==> config.mk <==
export PLATFORM = sky130hd
export DESIGN_NAME = relay_out_ctrl
export DESIGN_NICKNAME = d
export VERILOG_FILES = /design/src/relay_out_pkg.sv /design/src/pulse_timer.sv /design/src/relay_out_ctrl.sv
export SDC_FILE = /design/constraint.sdc
export NUM_CORES = 1
export LEC_CHECK = 0
export CORE_MARGIN = 4
export CORE_UTILIZATION = 60
export CTS_CLUSTER_DIAMETER = 100
export CTS_CLUSTER_SIZE = 20
export DETAILED_ROUTE_END_ITERATION = 10
export DONT_BUFFER_PORTS = 1
export HOLD_SLACK_MARGIN = 0.1
export PLACE_DENSITY = 0.76
export SETUP_SLACK_MARGIN = 0.05
export SYNTH_ARGS = -nofsm -noshare
export SYNTH_HDL_FRONTEND = slang
export SYNTH_SLANG_ARGS = --single-unit
==> constraint.sdc <==
create_clock -name clk -period 2.24 [get_ports clk]
set_input_delay 0.672 -clock clk [delete_from_list [all_inputs] [get_ports clk]]
set_output_delay 0.672 -clock clk [all_outputs]
set_load 0.05 [all_outputs]
==> src/relay_out_pkg.sv <==
// Purpose: shared constants and types for the motor output relay control
// Assumes: 20 MHz system clock
// Notes: relay vector order is trip, first aux, second aux, alarm
package relay_out_pkg;

  // ----------------------------------------------------------------------
  // relay indices and counts
  // ----------------------------------------------------------------------
  localparam int NUM_RELAYS = 4;
  localparam int NUM_FUNCS = 8;
  localparam int NUM_ELEMS = 8;
  localparam int REL_TRIP = 0;
  localparam int REL_FIRST_AUXILIARY_RELAY = 1;
  localparam int REL_SECOND_AUXILIARY_RELAY = 2;
  localparam int REL_ALARM = 3;

  // block function indices: 37, 46, 48, 49, 50, 51, 51g, 66
  localparam int FN_UC = 0;
  localparam int FN_UNBAL = 1;
  localparam int FN_INCSEQ = 2;
  localparam int FN_THERM = 3;
  localparam int FN_SHORT = 4;
  localparam int FN_OVL = 5;
  localparam int FN_GND = 6;
  localparam int FN_STARTS = 7;

  // ----------------------------------------------------------------------
  // serial command codes
  // ----------------------------------------------------------------------
  localparam logic [7:0] FC_FORCE_COIL = 8'h05;
  localparam logic [7:0] CMD_BLOCK = 8'h14;
  localparam logic [3:0] COIL_STOP = 4'h0;
  localparam logic [3:0] COIL_START = 4'h1;
  localparam logic [3:0] COIL_RESET = 4'h2;
  localparam logic [3:0] COIL_CAPTURE = 4'h3;

  // ----------------------------------------------------------------------
  // reset defaults
  // ----------------------------------------------------------------------
  // all sources = 2'b00, remote = 2'b01, local = 2'b10
  localparam logic [1:0] RST_ALL = 2'h0;
  localparam logic [1:0] RST_REMOTE = 2'h1;
  localparam logic [1:0] RST_LOCAL = 2'h2;
  // 1 = fail_safe_polarity; trip defaults fail-safe, others not
  localparam logic [3:0] POL_DEFAULT = 4'h1;
  localparam logic [3:0] START_ASSIGN_DEFAULT = 4'h2;
  localparam logic [7:0] BLOCK_DEFAULT = 8'h00;

  // ----------------------------------------------------------------------
  // timing
  // ----------------------------------------------------------------------
  localparam int CLK_HZ = 20_000_000;
  localparam int PULSE_MS = 1000;
  localparam int TICK_US = 1000;
  localparam int TICK_CYCLES = CLK_HZ / 1_000_000 * TICK_US;
  localparam int PULSE_TICKS = PULSE_MS * 1000 / TICK_US;
  localparam int PULSE_W = 10;

  typedef enum logic [1:0] {
    SEL_ALL,
    SEL_REMOTE,
    SEL_LOCAL
  } reset_mode_t;

  // reset request sources, each a one-cycle pulse
  typedef struct packed {
    logic keypad;
    logic digital;
    logic serial;
    logic emergency;
  } reset_req_t;

  // one serial command from the link decoder
  typedef struct packed {
    logic valid;
    logic [7:0] func;
    logic [3:0] coil;
    logic value;
    logic [7:0] block_mask;
  } serial_cmd_t;

  // event record strobe
  typedef struct packed {
    logic valid;
    logic [2:0] func;
    logic blocked;
  } block_event_t;

endpackage

==> src/pulse_timer.sv <==
// Purpose: retriggerable one second pulse from a tick counter
// Assumes: tick is a one-cycle strobe from the system clock prescaler
// Notes: a start during the pulse restarts the full count
`timescale 1ns/1ps
module pulse_timer (
  input wire logic clk,   // system clock
  input wire logic nrst,  // async reset, active low
  input wire logic tick,  // prescaler strobe
  input wire logic start, // begin or restart pulse
  output logic active     // pulse in progress
);

  logic [relay_out_pkg::PULSE_W-1:0] count_q;

  always_ff @(posedge clk or negedge nrst) begin
    if (!nrst) begin
      count_q <= '0;
    end else if (start) begin
      count_q <= relay_out_pkg::PULSE_W'(relay_out_pkg::PULSE_TICKS);
    end else if (tick && count_q != '0) begin
      count_q <= count_q - 1'b1;
    end
  end

  assign active = (count_q != '0);

endmodule

==> src/relay_out_ctrl.sv <==
// Purpose: output relay control for a motor protection unit
// Assumes: all inputs synchronous to clk; request inputs are pulses
// Notes: protection algorithms live outside; this block gates and drives
//
// Function
// - self-test failure operates the relays assigned to the service role.
// - service, alarm, start assignments take no relay or alarm/aux combos.
// - block functions by serial command 20, serial settings or panel.
// - eight block controls for functions 37..66, default not blocked.
// - blocked function gives no indication, relay action or event.
// - blocking a picked-up function clears its timers to zero.
// - with logging enabled, record each block state change.
// - latched relay reset honoured only once its cause has gone.
// - unlatched element relay releases when its condition clears.
// - per relay reset source: all, remote or local only.
// - latching is set per protection element, not per relay.
// - per relay polarity; trip fail-safe, others non-fail-safe.
// - fail-safe relay energized idle, de-energized when operated.
// - non-fail-safe relay de-energized idle, energized when operated.
// - trip seal-in holds trip until cause cleared and starter open or an allowed reset.
// - seal-in only effective when spare input is starter status.
// - emergency restart resets all latches regardless of reset mode.
// - latched states are volatile and cleared at power-up.
// - remote start/stop accepted only with serial control on, code 5.
// - accepted stop operates trip relay for one second.
// - accepted start operates start relays for one second.
// - serial path also resets relays and triggers waveform capture.
`timescale 1ns/1ps
module relay_out_ctrl (
  input wire logic clk,                          // system clock
  input wire logic nrst,                         // async reset, active low
  // protection element side
  input wire logic [7:0] elem_pickup,            // element operate request
  input wire logic [7:0] elem_latched,           // element latch setting
  input wire logic [31:0] elem_relay_map,        // 4 relay bits per element
  input wire logic [7:0] func_pickup,            // blockable func pickups
  output logic [7:0] func_enable,                // func allowed to act
  output logic [7:0] func_timer_clear,           // clear func timers
  output logic [7:0] func_indicate,              // unblocked pickups
  // self test
  input wire logic selftest_fail,                // diagnostic failure
  input wire logic [3:0] service_relay_assign,   // service relays
  input wire logic [3:0] start_pulse_relay_assignment, // start relays
  // block settings
  input wire logic block_write,                  // panel/settings write
  input wire logic [7:0] block_wdata,            // new block mask
  input wire logic log_block_events,             // block event logging
  output logic [7:0] block_state,                // current block mask
  output relay_out_pkg::block_event_t block_event, // block change event
  // relay settings
  input wire logic [7:0] reset_source_mode,      // 2 bits per relay
  input wire logic [3:0] fail_safe_polarity,     // 1 = fail-safe
  input wire logic trip_hold_until_open,         // trip seal-in enable
  input wire logic spare_input_role,             // 1 = starter status
  input wire logic starter_closed,               // starter status input
  // reset and serial
  input wire relay_out_pkg::reset_req_t reset_req, // reset requests
  input wire logic serial_control_enable,        // serial start/stop ok
  input wire relay_out_pkg::serial_cmd_t serial_cmd, // decoded command
  output logic capture_trigger,                  // waveform capture pulse
  // coil drive
  output logic [3:0] relay_operated,             // logical operated state
  output logic [3:0] coil_energize               // coil drive, 1 = on
);

  // ----------------------------------------------------------------------
  // declarations
  // ----------------------------------------------------------------------
  logic [7:0] block_q;
  logic [7:0] block_d;
  logic [3:0] latch_q;
  logic [3:0] seal_q;
  logic [3:0] cause_any;
  logic [3:0] cause_latched;
  logic [3:0] cause_unlatched;
  logic [3:0] reset_ok;
  logic [3:0] operate;
  logic [3:0] pulse_relays;
  logic [3:0] coil_d;
  logic [3:0] op_d;
  logic [15:0] tick_cnt_q;
  logic tick;
  logic cmd_force;
  logic stop_go;
  logic start_go;
  logic stop_active;
  logic start_active;
  logic serial_reset;
  logic [7:0] ev_pending_q;
  logic [2:0] ev_idx;
  logic ev_found;
  relay_out_pkg::reset_req_t reset_src;

  // ----------------------------------------------------------------------
  // helpers
  // ----------------------------------------------------------------------
  // limit an assignment to alarm and the two auxiliaries
  function automatic logic [3:0] aux_alarm_only(input logic [3:0] a);
    aux_alarm_only = a & 4'hE;
  endfunction

  // whether a relay honours the present reset requests
  function automatic logic reset_allowed(
    input logic [1:0] mode,
    input relay_out_pkg::reset_req_t r
  );
    logic remote;
    remote = r.digital | r.serial;
    case (mode)
      relay_out_pkg::RST_REMOTE: reset_allowed = remote;
      relay_out_pkg::RST_LOCAL: reset_allowed = r.keypad;
      default: reset_allowed = remote | r.keypad;
    endcase
  endfunction

  // ----------------------------------------------------------------------
  // serial command decode
  // ----------------------------------------------------------------------
  assign cmd_force = serial_cmd.valid &&
    serial_cmd.func == relay_out_pkg::FC_FORCE_COIL && serial_cmd.value;
  assign stop_go = cmd_force && serial_control_enable &&
    serial_cmd.coil == relay_out_pkg::COIL_STOP;
  assign start_go = cmd_force && serial_control_enable &&
    serial_cmd.coil == relay_out_pkg::COIL_START;
  assign serial_reset = cmd_force &&
    serial_cmd.coil == relay_out_pkg::COIL_RESET;

  always_ff @(posedge clk or negedge nrst) begin
    if (!nrst) begin
      capture_trigger <= 1'b0;
    end else begin
      capture_trigger <= cmd_force &&
        serial_cmd.coil == relay_out_pkg::COIL_CAPTURE;
    end
  end

  // ----------------------------------------------------------------------
  // block controls
  // ----------------------------------------------------------------------
  always_comb begin
    block_d = block_q;
    if (serial_cmd.valid && serial_cmd.func == relay_out_pkg::CMD_BLOCK) begin
      block_d = serial_cmd.block_mask;
    end else if (block_write) begin
      block_d = block_wdata;
    end
  end

  always_ff @(posedge clk or negedge nrst) begin
    if (!nrst) begin
      block_q <= relay_out_pkg::BLOCK_DEFAULT;
    end else begin
      block_q <= block_d;
    end
  end

  assign block_state = block_q;
  assign func_enable = ~block_q;
  assign func_indicate = func_pickup & ~block_q;

  // one-cycle clear when a function becomes blocked
  always_ff @(posedge clk or negedge nrst) begin
    if (!nrst) begin
      func_timer_clear <= '0;
    end else begin
      func_timer_clear <= block_d & ~block_q;
    end
  end

  // ----------------------------------------------------------------------
  // block change events
  // ----------------------------------------------------------------------
  // changes are queued per function so simultaneous edits are all logged
  always_comb begin
    ev_idx = '0;
    ev_found = 1'b0;
    for (int i = relay_out_pkg::NUM_FUNCS - 1; i >= 0; i--) begin
      if (ev_pending_q[i]) begin
        ev_idx = 3'(i);
        ev_found = 1'b1;
      end
    end
  end

  always_ff @(posedge clk or negedge nrst) begin
    if (!nrst) begin
      ev_pending_q <= '0;
    end else begin
      // a new change wins over the clear of the one just reported
      ev_pending_q <= (ev_pending_q &
        ~(ev_found ? (8'h01 << ev_idx) : 8'h00)) |
        (log_block_events ? (block_d ^ block_q) : 8'h00);
    end
  end

  always_ff @(posedge clk or negedge nrst) begin
    if (!nrst) begin
      block_event <= '0;
    end else begin
      block_event.valid <= ev_found;
      block_event.func <= ev_idx;
      block_event.blocked <= block_q[ev_idx];
    end
  end

  // ----------------------------------------------------------------------
  // element to relay mapping
  // ----------------------------------------------------------------------
  // elements arrive already gated by func_enable, so blocked ones are quiet
  always_comb begin
    cause_latched = '0;
    cause_unlatched = '0;
    for (int e = 0; e < relay_out_pkg::NUM_ELEMS; e++) begin
      if (elem_pickup[e]) begin
        if (elem_latched[e]) begin
          cause_latched = cause_latched | elem_relay_map[e*4 +: 4];
        end else begin
          cause_unlatched = cause_unlatched | elem_relay_map[e*4 +: 4];
        end
      end
    end
  end

  assign cause_any = cause_latched | cause_unlatched;

  always_comb begin
    // a coil reset is a remote reset
    reset_src = reset_req;
    reset_src.serial = reset_req.serial | serial_reset;
    for (int r = 0; r < relay_out_pkg::NUM_RELAYS; r++) begin
      reset_ok[r] = reset_allowed(reset_source_mode[r*2 +: 2], reset_src) |
        reset_req.emergency;
    end
  end

  // ----------------------------------------------------------------------
  // latches
  // ----------------------------------------------------------------------
  // cleared by an allowed reset once the cause is gone, or by power-on reset; nothing survives a power cycle
  always_ff @(posedge clk or negedge nrst) begin
    if (!nrst) begin
      latch_q <= '0;
    end else begin
      for (int r = 0; r < relay_out_pkg::NUM_RELAYS; r++) begin
        if (cause_latched[r]) begin
          latch_q[r] <= 1'b1;
        end else if (reset_ok[r] && !cause_any[r]) begin
          latch_q[r] <= 1'b0;
        end
      end
    end
  end

  // trip seal-in: hold until cause gone, then starter open or an allowed reset
  always_ff @(posedge clk or negedge nrst) begin
    if (!nrst) begin
      seal_q <= '0;
    end else begin
      seal_q[3:1] <= '0;
      if (!(trip_hold_until_open && spare_input_role)) begin
        seal_q[relay_out_pkg::REL_TRIP] <= 1'b0;
      end else if (cause_any[relay_out_pkg::REL_TRIP]) begin
        seal_q[relay_out_pkg::REL_TRIP] <= 1'b1;
      end else if (reset_ok[relay_out_pkg::REL_TRIP] ||
                   !starter_closed) begin
        seal_q[relay_out_pkg::REL_TRIP] <= 1'b0;
      end
    end
  end

  // ----------------------------------------------------------------------
  // serial start and stop pulses
  // ----------------------------------------------------------------------
  always_ff @(posedge clk or negedge nrst) begin
    if (!nrst) begin
      tick_cnt_q <= '0;
    end else if (tick) begin
      tick_cnt_q <= '0;
    end else begin
      tick_cnt_q <= tick_cnt_q + 1'b1;
    end
  end

  assign tick = (tick_cnt_q ==
    16'(relay_out_pkg::TICK_CYCLES - 1));

  pulse_timer stop_timer (
    .clk(clk),
    .nrst(nrst),
    .tick(tick),
    .start(stop_go),
    .active(stop_active)
  );

  pulse_timer start_timer (
    .clk(clk),
    .nrst(nrst),
    .tick(tick),
    .start(start_go),
    .active(start_active)
  );

  always_comb begin
    pulse_relays = '0;
    pulse_relays[relay_out_pkg::REL_TRIP] = stop_active;
    if (start_active) begin
      pulse_relays = pulse_relays |
        aux_alarm_only(start_pulse_relay_assignment);
    end
  end

  // ----------------------------------------------------------------------
  // coil drive
  // ----------------------------------------------------------------------
  always_comb begin
    operate = cause_unlatched | latch_q | seal_q | pulse_relays;
    if (selftest_fail) begin
      operate = operate | aux_alarm_only(service_relay_assign);
    end
    op_d = operate;
    for (int r = 0; r < relay_out_pkg::NUM_RELAYS; r++) begin
      if (fail_safe_polarity[r]) begin
        coil_d[r] = ~operate[r];
      end else begin
        coil_d[r] = operate[r];
      end
    end
  end

  always_ff @(posedge clk or negedge nrst) begin
    if (!nrst) begin
      relay_operated <= '0;
      coil_energize <= relay_out_pkg::POL_DEFAULT;
    end else begin
      relay_operated <= op_d;
      coil_energize <= coil_d;
    end
  end

endmodule

# After elaboration in Yosys (flattened, before gate mapping)
# Cells that the tools add are included.
# op_classes
bitwise_logic	38
n_lt_le_gt_ge	1
n_mux	80
addsub	3
shifts	1
eq_ne	15
n_reduce_logical	30
# op_table
op	n
$mux W4	34
$or A4 B4 Y4	18
$mux W10	4
$mux W8	4
$and A8 B8 Y8	3
$mux W1	24
$mux W3	8
$reduce_bool A10 Y1	2
$sub A10 B1 Y10 const B	2
$add A16 B1 Y16 const B	1
$eq A16 B15 Y1 const B	1
$mux W16	1
$not A8 Y8	2
$logic_and A1 B1 Y1	15
$reduce_bool A2 Y1	6
$eq A2 B1 Y1 const B	4
$eq A2 B2 Y1 const B	4
$eq A4 B2 Y1 const B	2
$eq A8 B3 Y1 const B	1
$eq A8 B5 Y1 const B	1
$or A8 B8 Y8	1
$pmux W1 S2	4
$shl A1 B3 Y8 const A	1
$xor A8 B8 Y8	1
11 further kinds	24
# totals
input_bits	119
word_cells	185
ff_bits	79
output_inout_bits	46

# Logic depth before layout (Yosys ltp)
# Gate-level depths: netlist of run 1.
# logic_depth
ltp_word	30
mapped_depth	8
ltp_nobuf	7

# Modules after synthesis
# A second synthesis of run 1 with hierarchy kept.
# unflattened
hier_cells	454
area_unflattened_um2	4390.5
# modules_own_cells
module	instances	cells_each	area_per_inst_um2	seq_area_each_um2
relay_out_ctrl	1	334	3284.4	1477.7
pulse_timer	2	60	553.0	250.2

# Worst setup path before layout of run 1
# OpenSTA, ideal clock, no wires.
# synth_timing
kind	input-to-reg
startpoint	in serial_cmd[18] (netlist name)
endpoint	reg ev_pending_q[5]
slack_ns	0.184
path_stages	8
path_buffers	1
setup_time_ns	0.082
t_arrival_ns	1.973
required_ns	2.158
path_cell_list	nor3_1 nor2b_1 nand3b_1 clkbuf_1 nor2_1 a21oi_1 ha_1 o22ai_1
# synth_via
elab_chain_len	6
# synth_rtl
element	line_no	source
start, declared	relay_out_ctrl.sv:59	input wire relay_out_pkg::serial_cmd_t serial_cmd,
$eq A8 B5 Y1	relay_out_ctrl.sv:142	if (serial_cmd.valid && serial_cmd.func == relay_out_pkg::CMD_BLOCK) begin
$logic_and A1 B1 Y1	relay_out_ctrl.sv:142	
$mux W8	relay_out_ctrl.sv:142	
net block_d[5]	relay_out_ctrl.sv:70	logic [7:0] block_d;
$xor A8 B8 Y8	relay_out_ctrl.sv:192	(log_block_events ? (block_d ^ block_q) : 8'h00);
$mux W8	relay_out_ctrl.sv:192	
$or A8 B8 Y8	relay_out_ctrl.sv:191	~(ev_found ? (8'h01 << ev_idx) : 8'h00)) |
end signal, assigned	relay_out_ctrl.sv:190	ev_pending_q <= (ev_pending_q &
end, declared	relay_out_ctrl.sv:89	logic [7:0] ev_pending_q;
# The timed path passes the listed nets, and every way through them passes these cells.
# A chain may end at the register's enable or synchronous reset.

# Final worst setup path of run 1
# layout_timing
startpoint	reg block_q[4] (netlist: block_state[4])
endpoint	out func_enable[4]
# layout_via
elab_chain_len	1
# layout_rtl
element	line_no	source
start, declared	relay_out_ctrl.sv:69	logic [7:0] block_q;
start signal, assigned	relay_out_ctrl.sv:151	block_q <= relay_out_pkg::BLOCK_DEFAULT;
start signal, assigned	relay_out_ctrl.sv:153	block_q <= block_d;
$not A8 Y8	relay_out_ctrl.sv:158	assign func_enable = ~block_q;
end, declared	relay_out_ctrl.sv:37	output logic [7:0] func_enable,
# Every way passes these cells.

==> metrics.md, run 1 <==
| Metric | Value |
|---|---|
| Non-Filler Instances | 586 |
| Die X | 93.85 um |
| Fill count | 565 |
| Row Count | 31 |
| Top_reg_cell synth | dfrtp_1 |
| Worst Setup Path Type | reg -> out |
| # DRC | 0 |
| Tcrit/Tclk final | 94.96% |
| Starting Density | 61.29% |
| Crit path depth | 1 |
| Drt first pass iters | 5 |
| I/O pins | roughly 170 |
| Die span in y | 93.85 um |
| Overflow after GRT | 0 |
| Area grow syn2layout | 10.53% |
| Antenna Violating Nets Remaining | 0 |
| Peak VDD IR | 0.3965 mV |
| Pwr dens | between 700 and 800 nW/um2 |
| Total length of routed wires | 10880 um |
| XOR/XNOR share of the synthesized area | around 6.7% |
| FFs w/ async S/R, synth | 100.0% |
| Worst-path cell chain | inv_1 |
| Adder-cell share of the synthesized area | 5.376% |
| Starting DRT DRC Count | roughly 210 |
| Yosys top cell by area | dfrtp_1 |
| CP arrival | between 1 and 1.5 ns |
| Full die area | 8807 um2 |
| Area after DPL | ~4700 um2 |
| FF+latch count, synth | 79 |
| Port Buffers | 0 |
| Ys Warns | 0 |
| Pwr Total | 3.692 mW |
| Area share of the largest cell type after synthesis | approximately 44% |
| Vias in the first global route | around 3700 |
| Final Setup Violations | 0 |
| Simple-Gate Fraction of Synth Area | about a quarter |
| Mapped Area | 4422 um2 |
| Multiplexer area fraction after synthesis | 3.282% |
| Post-DP HPWL | 8372 um |
| Critical path launch point type | flop |
| First-pass GRT wire length | 17060 um |
| Critical Path RT | about 1.6 ns |
| Placed Cells | 571 |
| Number of synthesized flops with an enable pin | 0 |
| Library cells used by synthesis | 54 |
| Initial antenna violation count | 0 |
| Most frequent cells in the layout | 78 x dfrtp_1, 40 x nand3_1, 37 x nor2_1 |
| Final hold vios | 0 |
| Hold WC Path Type | in -> async |
| N_diodes | 0 |
| Fin Setup TNS | 0 ns |
| Layout cells sized above 1 | 7.803% |
| Synthesized instance count | 461 |
| Register area share after synthesis | 44.74% |
| DR vias | between 3000 and 4000 |
| Max Cap Viol | 0 |
| Number of CTS-inserted buffers | 9 |
| Clk buf depth | 2 |
| Commonest non-fill, non-tap cell in the layout | dfrtp_1 |
| Clock skew | 0.009728 ns |
| Crit path max-delay family | flip-flops |
| Peak per-stage delay on the critical path | 0.71 ns |
| Fmax | between 400 and 500 MHz |
| CP Capture Type | output port |
| Largest net degree at the start of global routing | 80 |
| Final instance area | 4887 um2 |
| GRT Total Usage | about 25% |
| Tmin final | 2.127 ns |
| Compound-gate portion of the synthesized area | 12.14% |
| DR WL/cell | 18.56 um |
| Slew HR | roughly 58% |
| Register-to-Register Path Depth | 6 |
| Core area | 7214 um2 |
| CTS tree | yes |
| Util after Layout | 67.74% |
| Largest family of logic cells by synthesized area | simple AND/OR/NAND/NOR gates |
| GPL Wtd Cong | 0.8904 |
| Syn_area_per_cell | 9.592 um2 |
| Root Driver | clkbuf_8 |
| Via density | 6.191 |
| CP max FO | 5 |
| Worst path slowest cell | dfrtp_1 |
| H-tree depth | 3 |
| Clock transition at path regs | about 0.080 ns |
| Later-pin clock latency in the skew report | 0.35 ns |
| Post-CTS sizing | 0 |
| Setup WS pre-CTS | 0.1243 ns |
| Syn Nets | 599 |
| RSZ-0062 raised after global routing | false |
| Slew at the pin closest to its max-slew limit | 0.6261 ns |
| Slew Limit Fails | 0 |
| CP Buf/Inv Count | 1 |
| Post-route setup slack | between 0.1 and 0.15 ns |
| Layout Nets | just over 600 |
| Leak | 2.109 nW |
| Clk sinks | between 70 and 80 |
| Post-CTS Setup Bufs | 0 |
| WHS | 0.01468 ns |
| Area contributors post-synth | dfrtp_1 44%, ha_1 5.4%, xor2_1 4.8% |
| Status | complete, no violations |
[layer usage]
metal | up-vias | wire (um) | GRT usage [%]
met5 | - | 0 | 0
met4 | 0 | 261 | 10.83
met3 | 28 | 969 | 6.971
met2 | 182 | 5328 | 40.69
met1 | 1711 | 4317 | 30.86
li1 | 1707 | - | -
[registers in the layout, summed over array words and instances, names as in the netlist, 5 cells and up]
| register | cells |
|---|---|
| stop_timer.count_q | 10 |
| start_timer.count_q | 10 |
| block_state | 8 |
| tick_cnt_q | 16 |
| block_event | 5 |
| ev_pending_q | 8 |
| func_timer_clear | 8 |
[cell usage after synthesis (all sizes together) (3+ instances only)]
cell type and n:
ha 19, and4 3, nand4 10, dfrtp 78, mux2i 13, nand2 34
nand3b 3, clkbuf 3, and3 9, nor3 11, nor4 7, or4 4
xnor2 10, a32oi 7, nand3 40, nor2 38, nor2b 21, xor2 24
a22oi 13, inv 30, a21oi 16, and2 7, buf 3, a31oi 4
o22ai 7, o21ai 17
[worst paths after layout]
kind	startpoint	end	slack, ns
max in group asynchronous	nrst	coil_energize[0]	2.05
min	nrst	start_timer.count_q[1]	0.01
max reg2reg	tick_cnt_q[6]	stop_timer.count_q[1]	0.20
max	block_state[4]	func_enable[4]	0.11
min in group clk	fail_safe_polarity[0]	coil_energize[0]	0.38
min reg2reg	tick_cnt_q[0]	tick_cnt_q[0]	0.50
[kinds of logic after synthesis]
logic type | count (synthesis)
simple gates | 199
fa+ha+maj | 19
compound gates | 80
mux | 14
buf+inv | 36
xor+xnor | 34
flops | 79
[cell type report]
type                    count  area, um2  share of cell area [%]
clock inverters             4      95.09                   1.946
multi-input cells         346       2293                   46.93
well taps                  99      123.9                   2.535
clock buffers              11      131.4                   2.688
repair buffers             17      152.6                   3.123
flip-flops and latches     79       1978                   40.48
inverters                  30      112.6                   2.304
[report_power, final]
part	switching, mW	internal, mW	leakage (nW)
Combinational	0.378	0.231	1.12
Sequential	0.309	1.54	0.878
Clock	0.498	0.734	0.113
Note: power is estimated with default switching activity, not from simulation.
==> inputs of run 2 (changes only) <==
- BUFFER_PORTS_ARGS: default -> -buffer_cell sky130_fd_sc_hd__buf_2
- CORE_UTILIZATION: 60 -> 50
- DONT_BUFFER_PORTS: 1 -> default
- PLACE_DENSITY: 0.76 -> 0.81
==> run 2 against run 1 <==
Effect of this change: non-clock buffer count up 151; total power up 6.9%; core utilization down 2.5 points; flip-flop and latch count unchanged; clock-buffer cell count down 2; clock skew about the same; sequential share of layout area down 5.5 points; hold slack better by 0.24 ns.
==> metrics.md, run 2 (synthesis gave the netlist of run 1 again) <==
| Metric | Value |
|---|---|
| Hold WC Path Type | in -> async |
| GRT Total Usage | 23.11% |
| Area grow syn2layout | 28.01% |
| CP arrival | 2.28 ns |
| Max Cap Viol | 0 |
| Total length of routed wires | ~12000 um |
| Combinational share of power | 26.3% |
| Post-route setup slack | 0.1762 ns |
| Peak VDD IR | 0.3510 mV |
| Sw frac | 33.46% |
| H-tree depth | 3 |
| Largest net degree at the start of global routing | 45 |
| Via density | roughly 5.7 |
| Tcrit/Tclk final | 92.13% |
| CP Buf/Inv Count | 1 |
| Clk buf depth | 2 |
| Post-DP HPWL | around 9600 um |
| WHS | between 0.2 and 0.3 ns |
| Commonest non-fill, non-tap cell in the layout | buf_2 |
| Worst Setup Path Type | reg -> reg |
| Initial antenna violation count | 0 |
| Tmin final | roughly 2.1 ns |
| Slew Limit Fails | 0 |
| Clock share of power | 32.0% |
| DR WL/cell | 15.87 um |
| RSZ-0062 raised after global routing | false |
| N_diodes | 0 |
| # DRC | 0 |
| Worst-path cell chain | or4_4, nor4_4, buf_12, nand4_1, xor2_1, nand2_1 |
| Final Setup Violations | 0 |
| Later-pin clock latency in the skew report | 0.35 ns |
| Critical Path RT | 2.46 ns |
| First-pass GRT wire length | 19050 um |
| Starting DRT DRC Count | roughly 190 |
| CP Capture Type | flop |
| Setup WS pre-CTS | -0.01448 ns |
| Drt first pass iters | 5 |
| Status | complete, no violations |
| Slew at the pin closest to its max-slew limit | around 0.6 ns |
| Die X | 102.0 um |
| Clock skew | 0.01005 ns |
| Overflow after GRT | 0 |
| Largest register FFs | 16 |
| Peak per-stage delay on the critical path | about 0.56 ns |
| Clock transition at path regs | 0.09 ns |
| Antenna Violating Nets Remaining | 0 |
| Largest Register | tick_cnt_q |
| Worst path slowest cell | or4_4 |
| Layout Nets | 772 |
| Fmax | 484.5 MHz |
| Starting Density | 50.95% |
| Final hold vios | 0 |
| Core area | 8678 um2 |
| Crit path max-delay family | simple AND/OR/NAND/NOR gates |
| I/O pins | 165 |
| Critical path launch point type | flop |
| DR vias | around 4200 |
| Post-CTS Setup Bufs | 0 |
| Switch Pwr | 1.321 mW |
| Row Count | 34 |
| Die span in y | approximately 100 um |
| Leak | between 2 and 3 nW |
| Reg power frac | 41.7% |
| Number of CTS-inserted buffers | 9 |
| Clk sinks | between 70 and 80 |
| Full die area | 10410 um2 |
| Post-CTS sizing | 0 |
| Hold buffers post-CTS | 0 |
| Fill count | 720 |
| Pwr dens | about 700 nW/um2 |
| Layout cells sized above 1 | 30.05% |
| Placed Cells | around 730 |
| Root Driver | clkbuf_8 |
| Vias in the first global route | ~4300 |
| GPL Wtd Cong | 0.9276 |
| Regs by FF count | tick_cnt_q: 16 flops, start_timer.count_q: 10 flops, stop_timer.count_q: 10 flops |
| Int Pwr | 2.627 mW |
| CP max FO | 26 |
| Non-Filler Instances | roughly 750 |
| Most frequent cells in the layout | 161 x buf_2, 78 x dfrtp_1, 40 x nand3_1 |
| CTS tree | yes |
| Port Buffers | 162 |
| Fin Setup TNS | 0 ns |
| Slew HR | 59.04% |
run 2: layout make-up:
type | instances | area [um2] | area share (%)
clock buffers | 9 | 123.9 | 2.188
clock inverters | 7 | 121.4 | 2.144
inverters | 30 | 112.6 | 1.989
multi-input cells | 346 | 2293 | 40.52
flip-flops and latches | 79 | 1978 | 34.95
well taps | 108 | 135.1 | 2.387
repair buffers | 168 | 895.9 | 15.83
run 2: through the flow:
stage               total power, mW  cell area [um2]  util (%)
floorplan                     2.342             4422         -
global placement              2.687             5415     62.40
detailed placement            2.706             5415     62.40
CTS                           3.974             5660     65.22
global route                  4.152             5660     65.22
finish                        3.948             5660     65.22
run 2: power groups by stage:
| stage | combinational (mW) | clock [mW] | sequential [mW] |
|---|---|---|---|
| finish | 1.04 | 1.26 | 1.65 |
| global route | 1.13 | 1.35 | 1.66 |
| CTS | 1.04 | 1.29 | 1.64 |
| detailed placement | 1.03 | 0 | 1.67 |
| global placement | 1.02 | 0 | 1.67 |
| floorplan | 0.466 | 0 | 1.88 |
run 2: metal layers:
| metal | GRT usage, % | part of all wire, % | routed length, um | vias to the layer above |
|---|---|---|---|---|
| li1 | - | - | - | 2008 |
| met1 | 27.19 | 39 | 4572 | 2004 |
| met2 | 40.38 | 50 | 5960 | 195 |
| met3 | 4.437 | 7.5 | 893 | 37 |
| met4 | 11.30 | 3.6 | 432 | 0 |
| met5 | 0 | 0 | 0 | - |
run 2: path summary, 6_finish.rpt:
| check | startpoint | cells past startpoint | endpoint | slack, ns |
|---|---|---|---|---|
| worst max-delay path | tick_cnt_q[6] | 6 | stop_timer.count_q[7] | 0.18 |
| worst min-delay path | nrst | 1 | func_timer_clear[5] | 0.26 |
| worst max register to register | tick_cnt_q[6] | 6 | stop_timer.count_q[7] | 0.18 |
| worst min register to register | tick_cnt_q[0] | 1 | tick_cnt_q[0] | 0.48 |
| max in group asynchronous | nrst | 2 | tick_cnt_q[3] | 1.39 |
| min in group clk | tick_cnt_q[0] | 1 | tick_cnt_q[0] | 0.48 |
==> inputs of run 3 (changes only) <==
- CORE_UTILIZATION: 50 -> 30
- HOLD_SLACK_MARGIN: 0.1 -> 0.05
- PLACE_DENSITY: 0.81 -> 0.53
==> run 3 against run 2 <==
Effect of this change: register-to-register slack about the same; flip-flop and latch count unchanged; largest power group unchanged; clock-buffer cell count up 3; non-clock buffer count up 5; total power up 3.3%; critical path type unchanged; wire length up 14%; critical path depth unchanged; final cell count up 11%; maximum frequency down 0.32%; global-route usage down 7.4 points; worst setup slack worse by 0.0065 ns; critical endpoint is now stop_timer.count_q[1].
==> metrics.md, run 3 (synthesis gave the netlist of run 1 again) <==
| Metric | Value |
|---|---|
| Status | complete, no violations |
| Clk sinks | just under 80 |
| Hold buffers post-CTS | 0 |
| CP Capture Type | flop |
| N_diodes | 0 |
| Peak per-stage delay on the critical path | 0.56 ns |
| CTS tree | yes |
| Hold WC Path Type | in -> async |
| Multi-input gate area | 2293 um2 |
| Peak VDD IR | 0.4070 mV |
| DR WL/cell | 16.32 um |
| Reg area | 1978 um2 |
| GPL Wtd Cong | 1.069 |
| I/O pins | approximately 170 |
| Final Setup Violations | 0 |
| Largest net degree at the start of global routing | 36 |
| Overflow after GRT | 0 |
| Pwr dens | 701.8 nW/um2 |
| Reg2reg start | tick_cnt_q[6] |
| Worst Setup Path Type | reg -> reg |
| Commonest non-fill, non-tap cell in the layout | buf_2 |
| # DRC | 0 |
| Later-pin clock latency in the skew report | 0.33 ns |
| Regs by FF count | tick_cnt_q: 16 flops, start_timer.count_q: 10 flops, stop_timer.count_q: 10 flops |
| Slew Limit Fails | 0 |
| Critical Path RT | 2.51 ns |
| DR vias | ~4200 |
| CP arrival | ~2.3 ns |
| Core area | 14480 um2 |
| Fill count | between 1000 and 1500 |
| Post-DP HPWL | 10890 um |
| Pwr Total | between 4 and 5 mW |
| Row Count | 44 |
| Most frequent cells in the layout | 161 x buf_2, 78 x dfrtp_1, 40 x nand3_1 |
| Port Buffers | roughly 160 |
| Total length of routed wires | 13520 um |
| Clock transition at path regs | 0.06 ns |
| Worst path slowest cell | or4_4 |
| Post-CTS sizing | 0 |
| Largest register FFs | 16 |
| Die span in y | 129.4 um |
| Leak | between 2 and 3 nW |
| CP Buf/Inv Count | 1 |
| Vias in the first global route | 4221 |
| Antenna Violating Nets Remaining | 0 |
| Via density | about 5 |
| Layout Nets | about 780 |
| Area after DPL | 5535 um2 |
| Crit path max-delay family | simple AND/OR/NAND/NOR gates |
| Layout cells sized above 1 | 30.28% |
| Clock skew | roughly 0.0077 ns |
| Starting Density | between 30% and 40% |
| Tmin final | ~2.1 ns |
| Post-CTS Setup Bufs | 0 |
| Number of CTS-inserted buffers | 9 |
| GRT Total Usage | 15.75% |
| Largest Register | tick_cnt_q |
| Worst-path cell chain | or4_4, nor4_4, buf_12, nand2_2, mux2_4, nor2_2 |
| Root Driver | clkbuf_16 |
| Slew HR | 66.00% |
| Final instance area | 5812 um2 |
| Final hold vios | 0 |
| Starting DRT DRC Count | 285 |
| Drt first pass iters | 4 |
| Area grow syn2layout | 31.44% |
| Critical path launch point type | flop |
| Max Cap Viol | 0 |
| Worst Setup SP | tick_cnt_q[6] |
| CP max FO | 26 |
| Full die area | roughly 17000 um2 |
| RSZ-0062 raised after global routing | false |
| First-pass GRT wire length | between 20000 and 25000 um |
| H-tree depth | 3 |
| Slew at the pin closest to its max-slew limit | between 0.5 and 0.6 ns |
| Fmax | 483.0 MHz |
| Tcrit/Tclk final | 92.43% |
| Die X | about 130 um |
| Initial antenna violation count | 0 |
| Clk buf depth | 2 |
## run 3: cell types whose count changed in the layout (fill, tap and decap cells not counted), moves of 2 or more
cell       previous run  this run
clkbuf_16             0         9
clkbuf_8              9         1
buf_4                 4        10
bufinv_16             3         0
clkbuf_1              0         2
clkinv_4              3         1
## run 3: worst reg2reg max path, stage by stage (launching register included)
cell and delay, ns:
dfrtp_1 0.44, or4_4 0.56, nor4_4 0.32, buf_12 0.21
nand2_2 0.10, mux2_4 0.31, nor2_2 0.07
## run 3: worst paths after layout
check                                             end  slack (ns)  depth (start not counted)
worst min-delay path              func_timer_clear[5]        0.30                          1
min in group clk                       tick_cnt_q[15]        0.47                          1
max in group asynchronous         func_timer_clear[1]        1.35                          2
worst max register to register  stop_timer.count_q[1]        0.17                          6
worst max-delay path            stop_timer.count_q[1]        0.17                          6
worst min register to register         tick_cnt_q[15]        0.47                          1
## run 3: report_power, final
group          internal [mW]  switching [mW]  total, mW
sequential              1.55           0.102       1.65
combinational          0.345           0.715       1.06
clock                  0.786           0.584       1.37
total                   2.68            1.40       4.08
## run 3: layout make-up
type,instances,share of cell area (%)
timing repair buffer,173,15.85
clock inverter,4,0.5167
inverter,30,1.938
multi-input combinational,346,39.46
clock buffer,12,4.241
tap,184,3.961
sequential,79,34.04
## run 3: routing by layer
metal | part of all wire [%] | global-route usage [%] | vias to the layer above
met5 | 0 | 0 | -
met4 | 2.9 | 7.041 | 0
met3 | 8.4 | 4.699 | 27
met2 | 49 | 27.32 | 181
met1 | 40 | 17.89 | 1943
li1 | - | - | 2026
## run 3: per-stage QoR
step / utilization, % / hold WS [ns] / cells / worst slack, ns / setup TNS [ns]
6_report: 40.14 / 0.2959 / 828 / 0.1697 / 0
5_1_grt: 40.14 / 0.3301 / 828 / 0.08517 / 0
4_1_cts: 40.14 / 0.3121 / 828 / 0.1789 / 0
3_5_place_dp: 38.23 / 0.4685 / 812 / -0.003463 / -0.003463
3_3_place_gp: 38.23 / 0.4681 / 812 / 0.06647 / 0
2_1_floorplan: - / 0.3764 / 461 / 0.1844 / 0
